$ cat src/design/smsel_pkg.sv
/*
 * Shared constants, types and the loop decoder for the servo control mode selector.
 * Assumes a single 25 MHz clock domain and 32-bit AHB-Lite register access.
 */
package smsel_pkg;

   localparam int CLK_PERIOD_NS = 40;
   localparam int RATE_WIN_US   = 1000;
   localparam int RATE_WIN_CYC  = (RATE_WIN_US * 1000) / CLK_PERIOD_NS;

   // register byte offsets
   localparam logic [7:0] OFS_MODE      = 8'h00;
   localparam logic [7:0] OFS_FALLBACK  = 8'h04;
   localparam logic [7:0] OFS_STATUS    = 8'h08;
   localparam logic [7:0] OFS_POS_COUNT = 8'h0C;
   localparam logic [7:0] OFS_POS_RATE  = 8'h10;

   // control_mode_select encodings
   localparam int         MODE_W      = 3;
   localparam logic [2:0] MODE_POS    = 3'h0;
   localparam logic [2:0] MODE_SPD    = 3'h1;
   localparam logic [2:0] MODE_TRQ    = 3'h2;
   localparam logic [2:0] MODE_PT     = 3'h3;
   localparam logic [2:0] MODE_PS     = 3'h4;
   localparam logic [2:0] MODE_TS     = 3'h5;
   localparam logic [2:0] MODE_PTS    = 3'h6;
   localparam logic [2:0] MODE_RST    = 3'h0;

   localparam logic [7:0] FALLBACK_RST = 8'h00;
   localparam int         FALLBACK_BIT = 7;

   // status field positions
   localparam int ST_LOOP_LSB = 0;
   localparam int ST_READY    = 2;
   localparam int ST_INTERNAL = 3;
   localparam int ST_SW0      = 4;
   localparam int ST_SW1      = 5;
   localparam int ST_ENABLE   = 6;
   localparam int ST_LINK     = 7;

   localparam int POS_CNT_W = 32;
   localparam int RATE_W    = 16;
   localparam int SYNC_W    = 6;

   typedef enum logic [1:0] {LOOP_POS, LOOP_SPD, LOOP_TRQ} smsel_loop_t;

   // mode 7 has no defined loop here and falls back to position control
   function automatic smsel_loop_t smsel_decode(input logic [2:0] mode,
                                                input logic       sw0,
                                                input logic       sw1);
      smsel_loop_t r;
      r = LOOP_POS;
      case (mode)
         MODE_POS: r = LOOP_POS;
         MODE_SPD: r = LOOP_SPD;
         MODE_TRQ: r = LOOP_TRQ;
         MODE_PT:  r = sw0 ? LOOP_TRQ : LOOP_POS;
         MODE_PS:  r = sw0 ? LOOP_SPD : LOOP_POS;
         MODE_TS:  r = sw0 ? LOOP_SPD : LOOP_TRQ;
         MODE_PTS: r = sw1 ? LOOP_POS : (sw0 ? LOOP_TRQ : LOOP_SPD);
         default:  r = LOOP_POS;
      endcase
      return r;
   endfunction

endpackage

$ cat src/design/smsel_pos_if.sv
/*
 * Carrier between the selector and its position command accumulator.
 * Assumes both ends share the selector clock.
 */
`timescale 1ns/10ps
`default_nettype none
interface smsel_pos_if;
   logic                            step;
   logic                            dir;
   logic                            enable;
   logic [smsel_pkg::POS_CNT_W-1:0] count;
   logic [smsel_pkg::RATE_W-1:0]    rate;
   modport src (output step, output dir, output enable, input count, input rate);
   modport acc (input step, input dir, input enable, output count, output rate);
endinterface
`default_nettype wire

$ cat src/design/smsel_top.sv
/*
 * Servo control mode selector: picks the active control loop, tracks position
 * commands and reports command readiness; registers over AHB-Lite.
 * Assumes pins are asynchronous to i_clk and a single AHB-Lite master.
 */
// Design decisions made here: the register offsets and the AHB-Lite register port.
// Summary of operation
// - mode field 0..7; 0 position, 1 speed, 2 torque loop.
// - mode 3 toggles position/torque by mode switch 0.
// - mode 4 toggles position/speed by mode switch 0.
// - mode 5 toggles torque/speed by mode switch 0.
// - mode field read/write anytime, resets to 0, applies immediately.
// - hybrid switch changes apply while running, in real time.
// - position target from command count, speed from command rate.
// - fallback bit7 set and fieldbus absent selects internal command sources.
// - commands accepted only after ready output, which follows drive enable.
`timescale 1ns/10ps
`default_nettype none
module smsel_top #(
   parameter int RATE_WIN_CYC = smsel_pkg::RATE_WIN_CYC
) (
   input  wire logic        i_clk,
   input  wire logic        i_resetn,
   input  wire logic        i_hsel,
   input  wire logic [31:0] i_haddr,
   input  wire logic [1:0]  i_htrans,
   input  wire logic        i_hwrite,
   input  wire logic [2:0]  i_hsize,
   input  wire logic [31:0] i_hwdata,
   input  wire logic        i_hready,
   output logic             o_hreadyout,
   output logic             o_hresp,
   output logic [31:0]      o_hrdata,
   input  wire logic        i_mode_switch_in0,
   input  wire logic        i_mode_switch_in1,
   input  wire logic        i_drive_enable_in,
   input  wire logic        i_fieldbus_link,
   input  wire logic        i_pos_step,
   input  wire logic        i_pos_dir,
   output logic [1:0]       o_active_loop,
   output logic             o_command_accept_ready,
   output logic             o_internal_cmd_src
);
   if (RATE_WIN_CYC < 2) begin : g_chk
      $error("rate window too short");
   end

   smsel_pos_if pos ();

   // pin synchronisers: sync1 feeds only sync2
   logic [smsel_pkg::SYNC_W-1:0] sync1_q, sync2_q, pins;
   logic                         step_prev_q;
   logic                         sw0_s, sw1_s, en_s, link_s, step_s, dir_s;

   assign pins = {i_pos_dir, i_pos_step, i_fieldbus_link, i_drive_enable_in,
                  i_mode_switch_in1, i_mode_switch_in0};

   always_ff @(posedge i_clk) begin
      if (!i_resetn) begin
         sync1_q     <= '0;
         sync2_q     <= '0;
         step_prev_q <= 1'b0;
      end else begin
         sync1_q     <= pins;
         sync2_q     <= sync1_q;
         step_prev_q <= sync2_q[4];
      end
   end

   assign {dir_s, step_s, link_s, en_s, sw1_s, sw0_s} = sync2_q;

   // configuration and control state
   logic [2:0]                  mode_q, mode_d;
   logic [7:0]                  fallback_q, fallback_d;
   smsel_pkg::smsel_loop_t      loop_q, loop_d;
   logic                        ready_q, ready_d;
   logic                        internal_q, internal_d;

   // bus state
   logic                        wr_pend_q, wr_pend_d;
   logic [7:0]                  wr_ofs_q, wr_ofs_d;
   logic [31:0]                 rdata_q, rdata_d;
   logic                        addr_ok;
   logic [7:0]                  ofs;

   always_comb begin
      addr_ok   = i_hsel && i_hready && i_htrans[1];
      ofs       = i_haddr[7:0];
      // writes above the mapped page must not alias onto the registers
      wr_pend_d = addr_ok && i_hwrite && i_haddr[31:8] == '0;
      wr_ofs_d  = addr_ok ? ofs : wr_ofs_q;
      rdata_d   = rdata_q;
      if (addr_ok && !i_hwrite) begin
         rdata_d = '0;
         if (i_haddr[31:8] == '0) begin
            case (ofs)
               smsel_pkg::OFS_MODE:      rdata_d[2:0] = mode_q;
               smsel_pkg::OFS_FALLBACK:  rdata_d[7:0] = fallback_q;
               smsel_pkg::OFS_STATUS: begin
                  rdata_d[smsel_pkg::ST_LOOP_LSB +: 2] = loop_q;
                  rdata_d[smsel_pkg::ST_READY]         = ready_q;
                  rdata_d[smsel_pkg::ST_INTERNAL]      = internal_q;
                  rdata_d[smsel_pkg::ST_SW0]           = sw0_s;
                  rdata_d[smsel_pkg::ST_SW1]           = sw1_s;
                  rdata_d[smsel_pkg::ST_ENABLE]        = en_s;
                  rdata_d[smsel_pkg::ST_LINK]          = link_s;
               end
               smsel_pkg::OFS_POS_COUNT: rdata_d = pos.count;
               smsel_pkg::OFS_POS_RATE:  rdata_d[smsel_pkg::RATE_W-1:0] = pos.rate;
               default:                  rdata_d = '0;
            endcase
         end
      end
   end

   always_comb begin
      mode_d     = mode_q;
      fallback_d = fallback_q;
      if (wr_pend_q) begin
         case (wr_ofs_q)
            smsel_pkg::OFS_MODE: begin
               if (i_hwdata[31:3] == '0) begin
                  mode_d = i_hwdata[2:0];
               end
            end
            smsel_pkg::OFS_FALLBACK: fallback_d = i_hwdata[7:0];
            default: fallback_d = fallback_q;
         endcase
      end
      loop_d     = smsel_pkg::smsel_decode(mode_q, sw0_s, sw1_s);
      ready_d    = en_s;
      internal_d = fallback_q[smsel_pkg::FALLBACK_BIT] && !link_s;
   end

   always_ff @(posedge i_clk) begin
      if (!i_resetn) begin
         mode_q     <= smsel_pkg::MODE_RST;
         fallback_q <= smsel_pkg::FALLBACK_RST;
         loop_q     <= smsel_pkg::LOOP_POS;
         ready_q    <= 1'b0;
         internal_q <= 1'b0;
         wr_pend_q  <= 1'b0;
         wr_ofs_q   <= '0;
         rdata_q    <= '0;
      end else begin
         mode_q     <= mode_d;
         fallback_q <= fallback_d;
         loop_q     <= loop_d;
         ready_q    <= ready_d;
         internal_q <= internal_d;
         wr_pend_q  <= wr_pend_d;
         wr_ofs_q   <= wr_ofs_d;
         rdata_q    <= rdata_d;
      end
   end

   // counting only in position loop once ready keeps early pulses out of the target
   assign pos.step   = step_s && !step_prev_q;
   assign pos.dir    = dir_s;
   assign pos.enable = ready_q && loop_q == smsel_pkg::LOOP_POS;

   smsel_pos_acc #(
      .WIN_CYC (RATE_WIN_CYC)
   ) u_acc (
      .i_clk    (i_clk),
      .i_resetn (i_resetn),
      .pos      (pos)
   );

   assign o_hreadyout            = 1'b1;
   assign o_hresp                = 1'b0;
   assign o_hrdata               = rdata_q;
   assign o_active_loop          = loop_q;
   assign o_command_accept_ready = ready_q;
   assign o_internal_cmd_src     = internal_q;

   chk_fixed_mode_loop: assert property (@(posedge i_clk) disable iff (!i_resetn)
      (mode_q == smsel_pkg::MODE_TRQ) |=> loop_q == smsel_pkg::LOOP_TRQ)
      else $error("torque mode did not select torque loop");
   chk_pt_switch_map: assert property (@(posedge i_clk) disable iff (!i_resetn)
      (mode_q == smsel_pkg::MODE_PT) |=>
         loop_q == ($past(sw0_s) ? smsel_pkg::LOOP_TRQ : smsel_pkg::LOOP_POS))
      else $error("mode 3 loop wrong");
   chk_ps_switch_map: assert property (@(posedge i_clk) disable iff (!i_resetn)
      (mode_q == smsel_pkg::MODE_PS && !sw0_s) |=> loop_q == smsel_pkg::LOOP_POS)
      else $error("mode 4 loop wrong");
   chk_ts_switch_map: assert property (@(posedge i_clk) disable iff (!i_resetn)
      (mode_q == smsel_pkg::MODE_TS && !sw0_s) |=> loop_q == smsel_pkg::LOOP_TRQ)
      else $error("mode 5 loop wrong");
   chk_pts_sw1_wins: assert property (@(posedge i_clk) disable iff (!i_resetn)
      (mode_q == smsel_pkg::MODE_PTS && sw1_s) |=> loop_q == smsel_pkg::LOOP_POS)
      else $error("mode 6 switch 1 ignored");
   chk_mode_write_apply: assert property (@(posedge i_clk) disable iff (!i_resetn)
      (wr_pend_q && wr_ofs_q == smsel_pkg::OFS_MODE && i_hwdata[31:3] == '0)
         |=> mode_q == $past(i_hwdata[2:0]) ##1 loop_q == smsel_pkg::smsel_decode(
            $past(mode_q), $past(sw0_s), $past(sw1_s)))
      else $error("mode write not applied");
   chk_runtime_switch: assert property (@(posedge i_clk) disable iff (!i_resetn)
      ($rose(i_mode_switch_in0) && mode_q == smsel_pkg::MODE_PS)
         ##1 (i_mode_switch_in0 && mode_q == smsel_pkg::MODE_PS)[*2]
         |=> loop_q == smsel_pkg::LOOP_SPD)
      else $error("switch change not applied within three cycles");
   chk_fallback_internal: assert property (@(posedge i_clk) disable iff (!i_resetn)
      (fallback_q[7] && !link_s) |=> o_internal_cmd_src)
      else $error("fallback did not select internal sources");
   chk_ready_gates_cmds: assert property (@(posedge i_clk) disable iff (!i_resetn)
      (!en_s |=> !o_command_accept_ready) and (!o_command_accept_ready |-> !pos.enable))
      else $error("commands accepted without ready");
   chk_mode_bad_write: assert property (@(posedge i_clk) disable iff (!i_resetn)
      (wr_pend_q && wr_ofs_q == smsel_pkg::OFS_MODE && i_hwdata[31:3] != '0) |=> $stable(mode_q))
      else $error("out of range mode accepted");

endmodule // smsel_top
`default_nettype wire

$ cat src/design/smsel_pos_acc.sv
/*
 * Position command accumulator: signed command count and commands per window.
 * Assumes step is a one-cycle pulse already synchronised to i_clk.
 */
`timescale 1ns/10ps
`default_nettype none
module smsel_pos_acc #(
   parameter int WIN_CYC = smsel_pkg::RATE_WIN_CYC
) (
   input  wire logic    i_clk,
   input  wire logic    i_resetn,
   smsel_pos_if.acc     pos
);
   localparam int WW = $clog2(WIN_CYC);
   localparam logic [WW-1:0] WIN_LAST = WW'(WIN_CYC - 1);

   if (WIN_CYC < 2) begin : g_chk
      $error("window must be at least two cycles");
   end

   logic [smsel_pkg::POS_CNT_W-1:0] cnt_q, cnt_d;
   logic [smsel_pkg::RATE_W-1:0]    tally_q, tally_d, rate_q, rate_d, tally_inc;
   logic [WW-1:0]                   win_q, win_d;
   logic                            hit;

   always_comb begin
      hit       = pos.enable && pos.step;
      cnt_d     = cnt_q;
      if (hit) begin
         cnt_d = pos.dir ? cnt_q - 1'b1 : cnt_q + 1'b1;
      end
      // saturate so a burst cannot wrap into a tiny rate
      tally_inc = (hit && tally_q != '1) ? tally_q + 1'b1 : tally_q;
      tally_d   = tally_inc;
      rate_d    = rate_q;
      win_d     = win_q + 1'b1;
      if (win_q == WIN_LAST) begin
         win_d   = '0;
         rate_d  = tally_inc;
         tally_d = '0;
      end
   end

   always_ff @(posedge i_clk) begin
      if (!i_resetn) begin
         cnt_q   <= '0;
         tally_q <= '0;
         rate_q  <= '0;
         win_q   <= '0;
      end else begin
         cnt_q   <= cnt_d;
         tally_q <= tally_d;
         rate_q  <= rate_d;
         win_q   <= win_d;
      end
   end

   assign pos.count = cnt_q;
   assign pos.rate  = rate_q;

   chk_count_up_step: assert property (@(posedge i_clk) disable iff (!i_resetn)
      (pos.enable && pos.step && !pos.dir) |=> cnt_q == $past(cnt_q) + 1'b1)
      else $error("forward command not counted");
   chk_count_idle_hold: assert property (@(posedge i_clk) disable iff (!i_resetn)
      !(pos.enable && pos.step) |=> $stable(cnt_q))
      else $error("count moved without an accepted command");

endmodule // smsel_pos_acc
`default_nettype wire

$ cat config.mk
export PLATFORM = sky130hd
export DESIGN_NAME = smsel_top
export DESIGN_NICKNAME = d
export VERILOG_FILES = /design/src/design/smsel_pkg.sv /design/src/design/smsel_pos_if.sv /design/src/design/smsel_top.sv /design/src/design/smsel_pos_acc.sv
export SDC_FILE = /design/constraint.sdc
export NUM_CORES = 1
export LEC_CHECK = 0
export BUFFER_PORTS_ARGS = -buffer_cell sky130_fd_sc_hd__buf_4
export CAP_MARGIN = 5
export CELL_PAD_IN_SITES_DETAIL_PLACEMENT = 0
export CELL_PAD_IN_SITES_GLOBAL_PLACEMENT = 1
export CORE_MARGIN = 5
export CORE_UTILIZATION = 34
export DETAILED_ROUTE_END_ITERATION = 10
export PLACE_DENSITY = 0.64
export SLEW_MARGIN = 20
export SYNTH_ARGS = -nofsm -noshare
export SYNTH_HDL_FRONTEND = slang
export SYNTH_SLANG_ARGS = --single-unit
$ cat constraint.sdc
create_clock -name i_clk -period 6.01 [get_ports i_clk]
set_input_delay 0.601 -clock i_clk [delete_from_list [all_inputs] [get_ports i_clk]]
set_output_delay 0.601 -clock i_clk [all_outputs]
set_load 0.01 [all_outputs]
# --- Word-level counts from Yosys, hierarchy flattened ---
# Index checks and enable logic that the tools add are counted.
totals:
  out_inout_bits: 38
  elab_cells: 67
  in_bits: 80
  ff_bits: 148
op_classes:
  n_eq_ne: 13
  reduce_logical: 21
  n_addsub: 4
  n_mux: 13
  bitwise_logic: 1
ops:
  columns: ["operator", "count"]
  rows:
  - ["two-way mux 32 bit", 2]
  - ["adder 32 x 1 -> 32 bit (second input constant)", 1]
  - ["two-way mux 16 bit", 2]
  - ["subtractor 32 x 1 -> 32 bit (second input constant)", 1]
  - ["zero test 29 bit", 1]
  - ["zero test 24 bit", 1]
  - ["case mux 5 bit (4 select lines)", 1]
  - ["adder 16 x 1 -> 16 bit (second input constant)", 1]
  - ["== test 8 x 3 -> 1 bit (second input constant)", 2]
  - ["== test 8 x 4 -> 1 bit (second input constant)", 2]
  - ["zero test 8 bit", 2]
  - ["!= test 16 bit (second input constant)", 1]
  - ["case mux 8 bit (2 select lines)", 1]
  - ["adder 15 x 1 -> 15 bit (second input constant)", 1]
  - ["== test 15 bit (second input constant)", 1]
  - ["case mux 3 bit (5 select lines)", 1]
  - ["case mux 2 bit (6 select lines)", 1]
  - ["logical AND 1 bit", 10]
  - ["== test 3 bit (second input constant)", 3]
  - ["== test 8 x 5 -> 1 bit (second input constant)", 1]
  - ["two-way mux 2 bit", 4]
  - ["== test 3 x 2 -> 1 bit (second input constant)", 2]
  - ["== test 3 x 1 -> 1 bit (second input constant)", 1]
  - ["zero test 1 bit", 3]
  - ["6 further kinds", 6]

# --- Logic depth before layout (Yosys ltp) ---
# Gate-level depths: netlist of the first run.
depth:
  word_depth: 5
  ltp_mapped: 10

# --- Hierarchy ---
# A second synthesis of the first run with hierarchy kept.
unflattened:
  cells_unflattened: 867
  area_unflattened_um2: 7591.0
modules_own_cells:
  columns: ["mod", "area_per_inst_um2", "instances", "cells_each"]
  rows:
  - ["smsel_pos_acc", 4694.5, 1, 592]
  - ["smsel_top", 2896.5, 1, 275]

# --- Worst setup path before layout of the first run ---
# Ideal clock, no wire load.
synth_timing:
  kind: "flip-flop to flip-flop"
  from: "reg sync2_q[5] (netlist name)"
  to: "reg u_acc.cnt_q, in the netlist u_acc.pos.count[29]"
  slack_ns: 3.107
  n_path_buf: 0
  t_arrival_ns: 2.780
  period_less_slack_ns: 2.903
  setup_ns: 0.123
  path_stages_with_launch: 10
  required_time_ns: 5.887
  cell_sequence: "dfxtp_1 > ha_1 > a21o_1 > o21bai_4 > o2111ai_4 > o21ai_2 > a41o_1 > a311oi_2 > xnor2_1 > o21ai_1"
synth_via:
  elab_chain_len: 1
synth_lines:
  columns: ["element", "line_no", "source"]
  rows:
  - ["start: declaration", "smsel_top.sv:51", "logic [smsel_pkg::SYNC_W-1:0] sync1_q, sync2_q, pins;"]
  - ["start signal: assignment", "smsel_top.sv:65", "sync2_q <= sync1_q;"]
  - ["two-way mux 32 bit", "smsel_pos_acc.sv:30", "cnt_d = pos.dir ? cnt_q - 1'b1 : cnt_q + 1'b1;"]
  - ["end signal: assignment", "smsel_pos_acc.sv:51", "cnt_q <= cnt_d;"]
  - ["end: declaration", "smsel_pos_acc.sv:21", "logic [smsel_pkg::POS_CNT_W-1:0] cnt_q, cnt_d;"]
# Every way passes these cells.
# A chain may end at the register's enable or synchronous reset.

# --- Worst setup path after layout of the first run ---
layout_timing:
  from: "reg sync2_q[5] (netlist name)"
  to: "reg u_acc.cnt_q, in the netlist u_acc.pos.count[16]"
# The elaborated chain is that of the path after synthesis.

==> metrics.yaml, run 1 <==
status: "finished clean"
period_needed_ps: 3340
fin_tns_setup_ps: 0
cts_root_buf: "clkbuf_16"
grt_usage_pct: 15.9
fmax_mhz: 299
avgRoutedWirePerCell_um: 15.9
crit_required_ps: 6350
num_antenna_cells: 0
routed_wl_mm: 19.7
tightest_slew_ps: 783
htreeDepth: 4
die_x_um: 157
first_iter_violations: 367
ir_worst_vdd_v: 0.000201
syn_area_mm2: 0.00736
path_class: "reg2reg"
finClkSkew_ps: 12.3
ant_nets: 0
synth_area_per_cell_um2: 8.54
async_flop_share_pct: 0
fin_area_mm2: 0.00901
start_kind: "flip-flop"
syn_nets: 974
dp_hpwl_mm: 14.3
synth-edff-count: 0
cts_resized: 0
p_leak_uw: 0.00364
whs_ps: 383
synth_seq_cells: 148
finalHoldViolations: 0
fin_crit_sh_pct: 55.6
core.rowCount: 53
grt_remaining_overflow: 0
coreArea_mm2: 0.0212
rsz0062_at_grt: "no"
cp.arrival_ps: 3690
clock_sinks: 148
yosysUniqueCellTypes: 66
vias: 6357
grt_pass1_vias: 6087
synth_top_area_share_pct: 40.3
post_cts_buffers: 0
insertion_delay_ps: 420
start_util_pct: 34.8
ys.flop_type: "dfxtp_1"
synthTopCellsByArea: "dfxtp_1 40%, nor2_1 6.7%, ha_1 5.4%"
yosys.area.top_type: "dfxtp_1"
port_buffers: 111
nets: 1067
cts_tree: "yes"
drc: 0
area_growth_pct: 22.5
cp-end-kind: "flip-flop"
relSlewSlack_pct: 47.3
grt_pass1_wl_mm: 31.8
total_power_uw: 2190
antenna_found_initial: 0
ios: 118
grt_max_degree: 61
final_layout_size_suffix_gt1_share_pct: 18.1
cts_buffer_depth: 2
numCtsBuffers: 17
cp_max_fo: 20
drv_slew: 0
cap_viol_max_count: 0
min_path_type: "in2reg"
drtPass1Iterations: 5
die_area_mm2: 0.0247
placed_area_mm2: 0.00841
place_ws_ps: 2500
setup_viol: 0
yosys_warnings: 0
postCtsHoldBufs: 0
synth_cells: 861
path_clk_slew_ps: 70
powerDensity_mw_per_mm2: 243
place_congestion: 0.798
die_h_um: 157
ys_seq_area_share_pct: 40.3
setup_ws_ps: 2670
post_drt_via_cell_ratio: 5.12
per-layer routing:
metal | track usage (%) | part of all wire, % | vias up
met2 | 24.3 | 44 | 109
met3 | 3.11 | 4.6 | 12
met1 | 23.4 | 50 | 2947
met5 | 0 | 0 | -
met4 | 3.48 | 0.93 | 0
li1 | - | - | 3289
per-stage QoR:
step	util [%]	cells
finish	42.6	1242
global route	42.6	1242
CTS	42.6	1242
detailed placement	39.8	1210
global placement	39.8	1210
floorplan	-	861
final cells by class:
class	instances	area, um2
Clock buffer	18	439
Clock inverter	14	160
Fill cell	2163	12100
Inverter	8	30.0
Multi-Input combinational cell	660	4180
Sequential cell	148	2960
Tap cell	275	344
Timing Repair Buffer	119	893
Yosys cell counts (3+ instances only):
cell type	number
mux2_2	6
mux2i_1	19
nand4_1	16
dfxtp_1	148
o21ai_0	10
clkbuf_1	34
a221oi_1	3
nand3_1	24
a22oi_1	21
nand2_1	90
a211oi_1	18
ha_1	32
xnor2_1	25
o21a_1	4
a222oi_1	11
o211ai_1	3
a221oi_2	3
a21oi_1	63
and3_1	14
a31oi_1	4
xor2_1	29
and2_1	20
or3_1	3
inv_1	8
a21o_1	20
buf_4	4
nor4_1	16
o21bai_1	5
nor3_1	11
o21ai_1	13
a221o_1	3
nor2_1	132
buf_2	5
sequential cells by signal, summed over array words and instances (netlist names), 2 cells and up:
register,flops
sync2_q,6
u_acc.win_q,15
wr_ofs_q,8
mode_q,3
fallback_q,8
u_acc.pos.count,32
u_acc.pos.rate,16
u_acc.tally_q,16
o_active_loop,2
sync1_q,6
o_hrdata,32
power by group:
group	total [uW]	switching [uW]	internal (uW)
clock network	1080	476	605
logic	114	60.1	53.9
registers	994	6.09	988
total	2190	542	1650
worst max-delay path, cell delays in order, from the launching register on:
cell and delay, ps:
dfxtp_1 770, buf_4 370, ha_1 320, a21o_1 220, a221oi_2 400, o21ai_1 260
a221oi_2 430, o21ai_1 130, xnor2_1 160, nand2_1 70, a21oi_1 140
cells in the final DEF (no fill, tap or decap), types with 5 or more instances in the layout:
master       n
nand3_1     24
o21bai_1     5
and3_1      13
nor3_1      11
xor2_1      29
clkbuf_16   17
o21ai_0     10
a211oi_1    18
mux2_2       6
inv_6        6
mux2i_1     19
buf_4      119
nor2_1     132
nand4_1     16
a21o_1      20
xnor2_1     25
ha_1        32
a22oi_1     21
nor4_1      16
a222oi_1    11
a21oi_1     63
o21ai_1     13
and2_1      20
nand2_1     90
dfxtp_1    148
inv_1        7
logic make-up (layout without fill, tap and decap cells):
group | after synthesis | in the layout | synth area share [%]
and+or+nand+nor | 345 | 345 | 21.7
AOI/OAI and AO/OA | 201 | 201 | 19.3
DFF | 148 | 148 | 40.3
xor gates and xnor gates | 54 | 54 | 6.43
buffers and inverters | 53 | 159 | 2.99
adders and majority gates | 33 | 33 | 5.72
muxes | 25 | 25 | 3.50
other | 2 | 2 | 0.102
path summary, 6_finish.rpt:
check	cells past startpoint	endpoint	slack (ps)	from
min reg2reg	1	sync2_q[3]	430	sync1_q[3]
min	2	sync1_q[4]	380	i_pos_step
max	10	u_acc.pos.count[16]	2670	sync2_q[5]
max reg2reg	10	u_acc.pos.count[16]	2670	sync2_q[5]
No activity file was read; power rests on OpenSTA's default activity.
==> inputs of run 2 (changes only) <==
--- a/config.mk
+++ b/config.mk
@@ -5,6 +5,7 @@
 export SDC_FILE = /design/constraint.sdc
 export NUM_CORES = 1
 export LEC_CHECK = 0
+export ABC_AREA = 1
 export BUFFER_PORTS_ARGS = -buffer_cell sky130_fd_sc_hd__buf_4
 export CAP_MARGIN = 5
 export CELL_PAD_IN_SITES_DETAIL_PLACEMENT = 0
@@ -12,7 +13,7 @@
 export CORE_MARGIN = 5
 export CORE_UTILIZATION = 34
 export DETAILED_ROUTE_END_ITERATION = 10
-export PLACE_DENSITY = 0.64
+export PLACE_DENSITY = 0.67
 export SLEW_MARGIN = 20
 export SYNTH_ARGS = -nofsm -noshare
 export SYNTH_HDL_FRONTEND = slang
==> constraint.sdc (replaced) <==
create_clock -name i_clk -period 3.5 [get_ports i_clk]
set_input_delay 0.35 -clock i_clk [delete_from_list [all_inputs] [get_ports i_clk]]
set_output_delay 0.35 -clock i_clk [all_outputs]
set_load 0.01 [all_outputs]
==> run 2 against run 1 <==
  * Sequential cell count unchanged
  * Critical path depth is 3 higher
  * Routed wire length is 30% higher
  * Core utilization decreased by 1.8 points
  * Fmax grew 31%
  * Synthesized area up 20%
  * Die area up 19%
  * Largest power group unchanged
  * Highest routed layer unchanged
==> metrics.yaml, run 2 <==
coreArea_mm2: 0.0258
die_x_um: 171
min_path_type: "in2reg"
post_cts_buffers: 0
ir_worst_vdd_v: 0.000305
grt_max_degree: 45
dp_hpwl_mm: 19.9
yosys.area.top_type: "dfxtp_1"
crit_required_ps: 3810
numCtsBuffers: 17
htreeDepth: 4
synthTopCellsByArea: "dfxtp_1 34%, nand2_1 18%, inv_1 9.8%"
total_power_uw: 3780
drtPass1Iterations: 5
synth_area_per_cell_um2: 6.27
clock_sinks: 148
yosysMostFrequentCell: "nand2_1"
cts_root_buf: "clkbuf_16"
relSlewSlack_pct: 33.6
path_clk_slew_ps: 70
finClkSkew_ps: 15.2
yosysUniqueCellTypes: 45
cts_tree: "yes"
cts_resized: 0
p_leak_uw: 0.00516
final_common_cell: "nand2_1"
port_buffers: 111
first_iter_violations: 542
cp-end-kind: "flip-flop"
fillers: 2850
drv_slew: 0
routed_wl_mm: 25.7
grt_pass1_vias: 7873
setup_ws_ps: 944
period_needed_ps: 2560
slowest_stage: "dfxtp_1"
core.rowCount: 59
final_layout_size_suffix_gt1_share_pct: 12.7
powerDensity_mw_per_mm2: 359
fin_tns_setup_ps: 0
cap_viol_max_count: 0
worst_path_largest_cell_delay_ps: 820
whs_ps: 107
grt_pass1_wl_mm: 41.3
yosys_warnings: 0
fin_crit_sh_pct: 73.0
area_growth_pct: 19.2
antenna_found_initial: 0
finalHoldViolations: 0
status: "finished clean"
nets: 1620
place_congestion: 0.841
cpMostUsedCell: "nand2_1"
most-common-layout-cells: "416 x nand2_1, 228 x inv_1, 160 x nor2_1"
rsz0062_at_grt: "no"
cp_max_fo: 17
drc: 0
insertion_delay_ps: 430
synth_cells: 1408
ys_seq_area_share_pct: 33.5
start_util_pct: 34.2
syn_nets: 1521
tightest_slew_ps: 990
die_area_mm2: 0.0293
syn_area_mm2: 0.00883
cp.arrival_ps: 2870
cts_buffer_depth: 2
async_flop_share_pct: 0
setup_viol: 0
postCtsHoldBufs: 0
die_h_um: 171
grt_usage_pct: 17.6
yosys-top-cells-count: "416 x nand2_1, 230 x inv_1, 160 x nor2_1"
ios: 118
fmax_mhz: 391
ant_nets: 0
place_ws_ps: 912
path_cells: "ha_1 > nand2_1 > inv_1 > nand2_1 > nand2_1 > inv_1 > nand3_1 > nand2_1 > nand2_1 > nand2_1 > nand2_1 > o21ai_0 > inv_1"
synth_top_area_share_pct: 33.5
start_kind: "flip-flop"
synth_seq_cells: 148
post_drt_via_cell_ratio: 4.58
grt_remaining_overflow: 0
num_antenna_cells: 0
synth-edff-count: 0
vias: 8483
path_class: "reg2reg"
avgRoutedWirePerCell_um: 13.8
ys.flop_type: "dfxtp_1"
[run 2: routing by layer]
metal	up-vias	routed length (um)	GRT usage, %
li1	4591	-	-
met4	0	204	3.10
met3	15	771	2.37
met1	3763	13000	25.4
met5	-	0	0
met2	114	11700	28.4
[run 2: stage by stage]
step | util, % | std cells | cell area [um2]
2_1_floorplan | - | 1408 | 8830
3_3_place_gp | 38.5 | 1823 | 9950
3_5_place_dp | 38.5 | 1823 | 9950
4_1_cts | 40.8 | 1854 | 10500
5_1_grt | 40.8 | 1854 | 10500
6_report | 40.8 | 1854 | 10500
[run 2: path summary, 6_finish.rpt]
check	start	to	slack, ps	depth (start not counted)
min reg2reg	sync1_q[1]	sync2_q[1]	410	2
max	sync2_q[5]	u_acc.pos.count[18]	940	13
min	i_pos_step	sync1_q[4]	110	3
max reg2reg	sync2_q[5]	u_acc.pos.count[18]	940	13
[run 2: report_power, final]
part / internal [uW] / switching, uW
Combinational: 98.7 / 128
Sequential: 1700 / 12.9
Clock: 1020 / 821
Total: 2820 / 962
[run 2: final cells by class]
class / count / area [um2] / area share, %
repair buffers: 119 / 893 / 8.48
well taps: 335 / 419 / 3.98
multi-input cells: 983 / 4780 / 45.4
clock buffers: 18 / 439 / 4.17
flip-flops and latches: 148 / 2960 / 28.1
inverters: 238 / 895 / 8.50
clock inverters: 13 / 135 / 1.28
[run 2: worst max-delay path, delay by kind of cell, from the launching register on]
| kind | cells | cell delay, ps |
|---|---|---|
| compound gates | 1 | 160 |
| fa+ha+maj | 1 | 430 |
| buf+inv | 3 | 160 |
| flops | 1 | 820 |
| simple gates | 8 | 870 |
[run 2: cell families after synthesis]
group | Yosys count | synth area share [%]
AND/OR/NAND/NOR | 753 | 36.6
buffers and inverters | 277 | 12.3
AO/OA/AOI/OAI | 165 | 9.79
flip-flops | 148 | 33.5
adder cells (fa/ha/maj) | 33 | 4.76
XOR/XNOR | 30 | 2.97
other | 2 | 0.0850
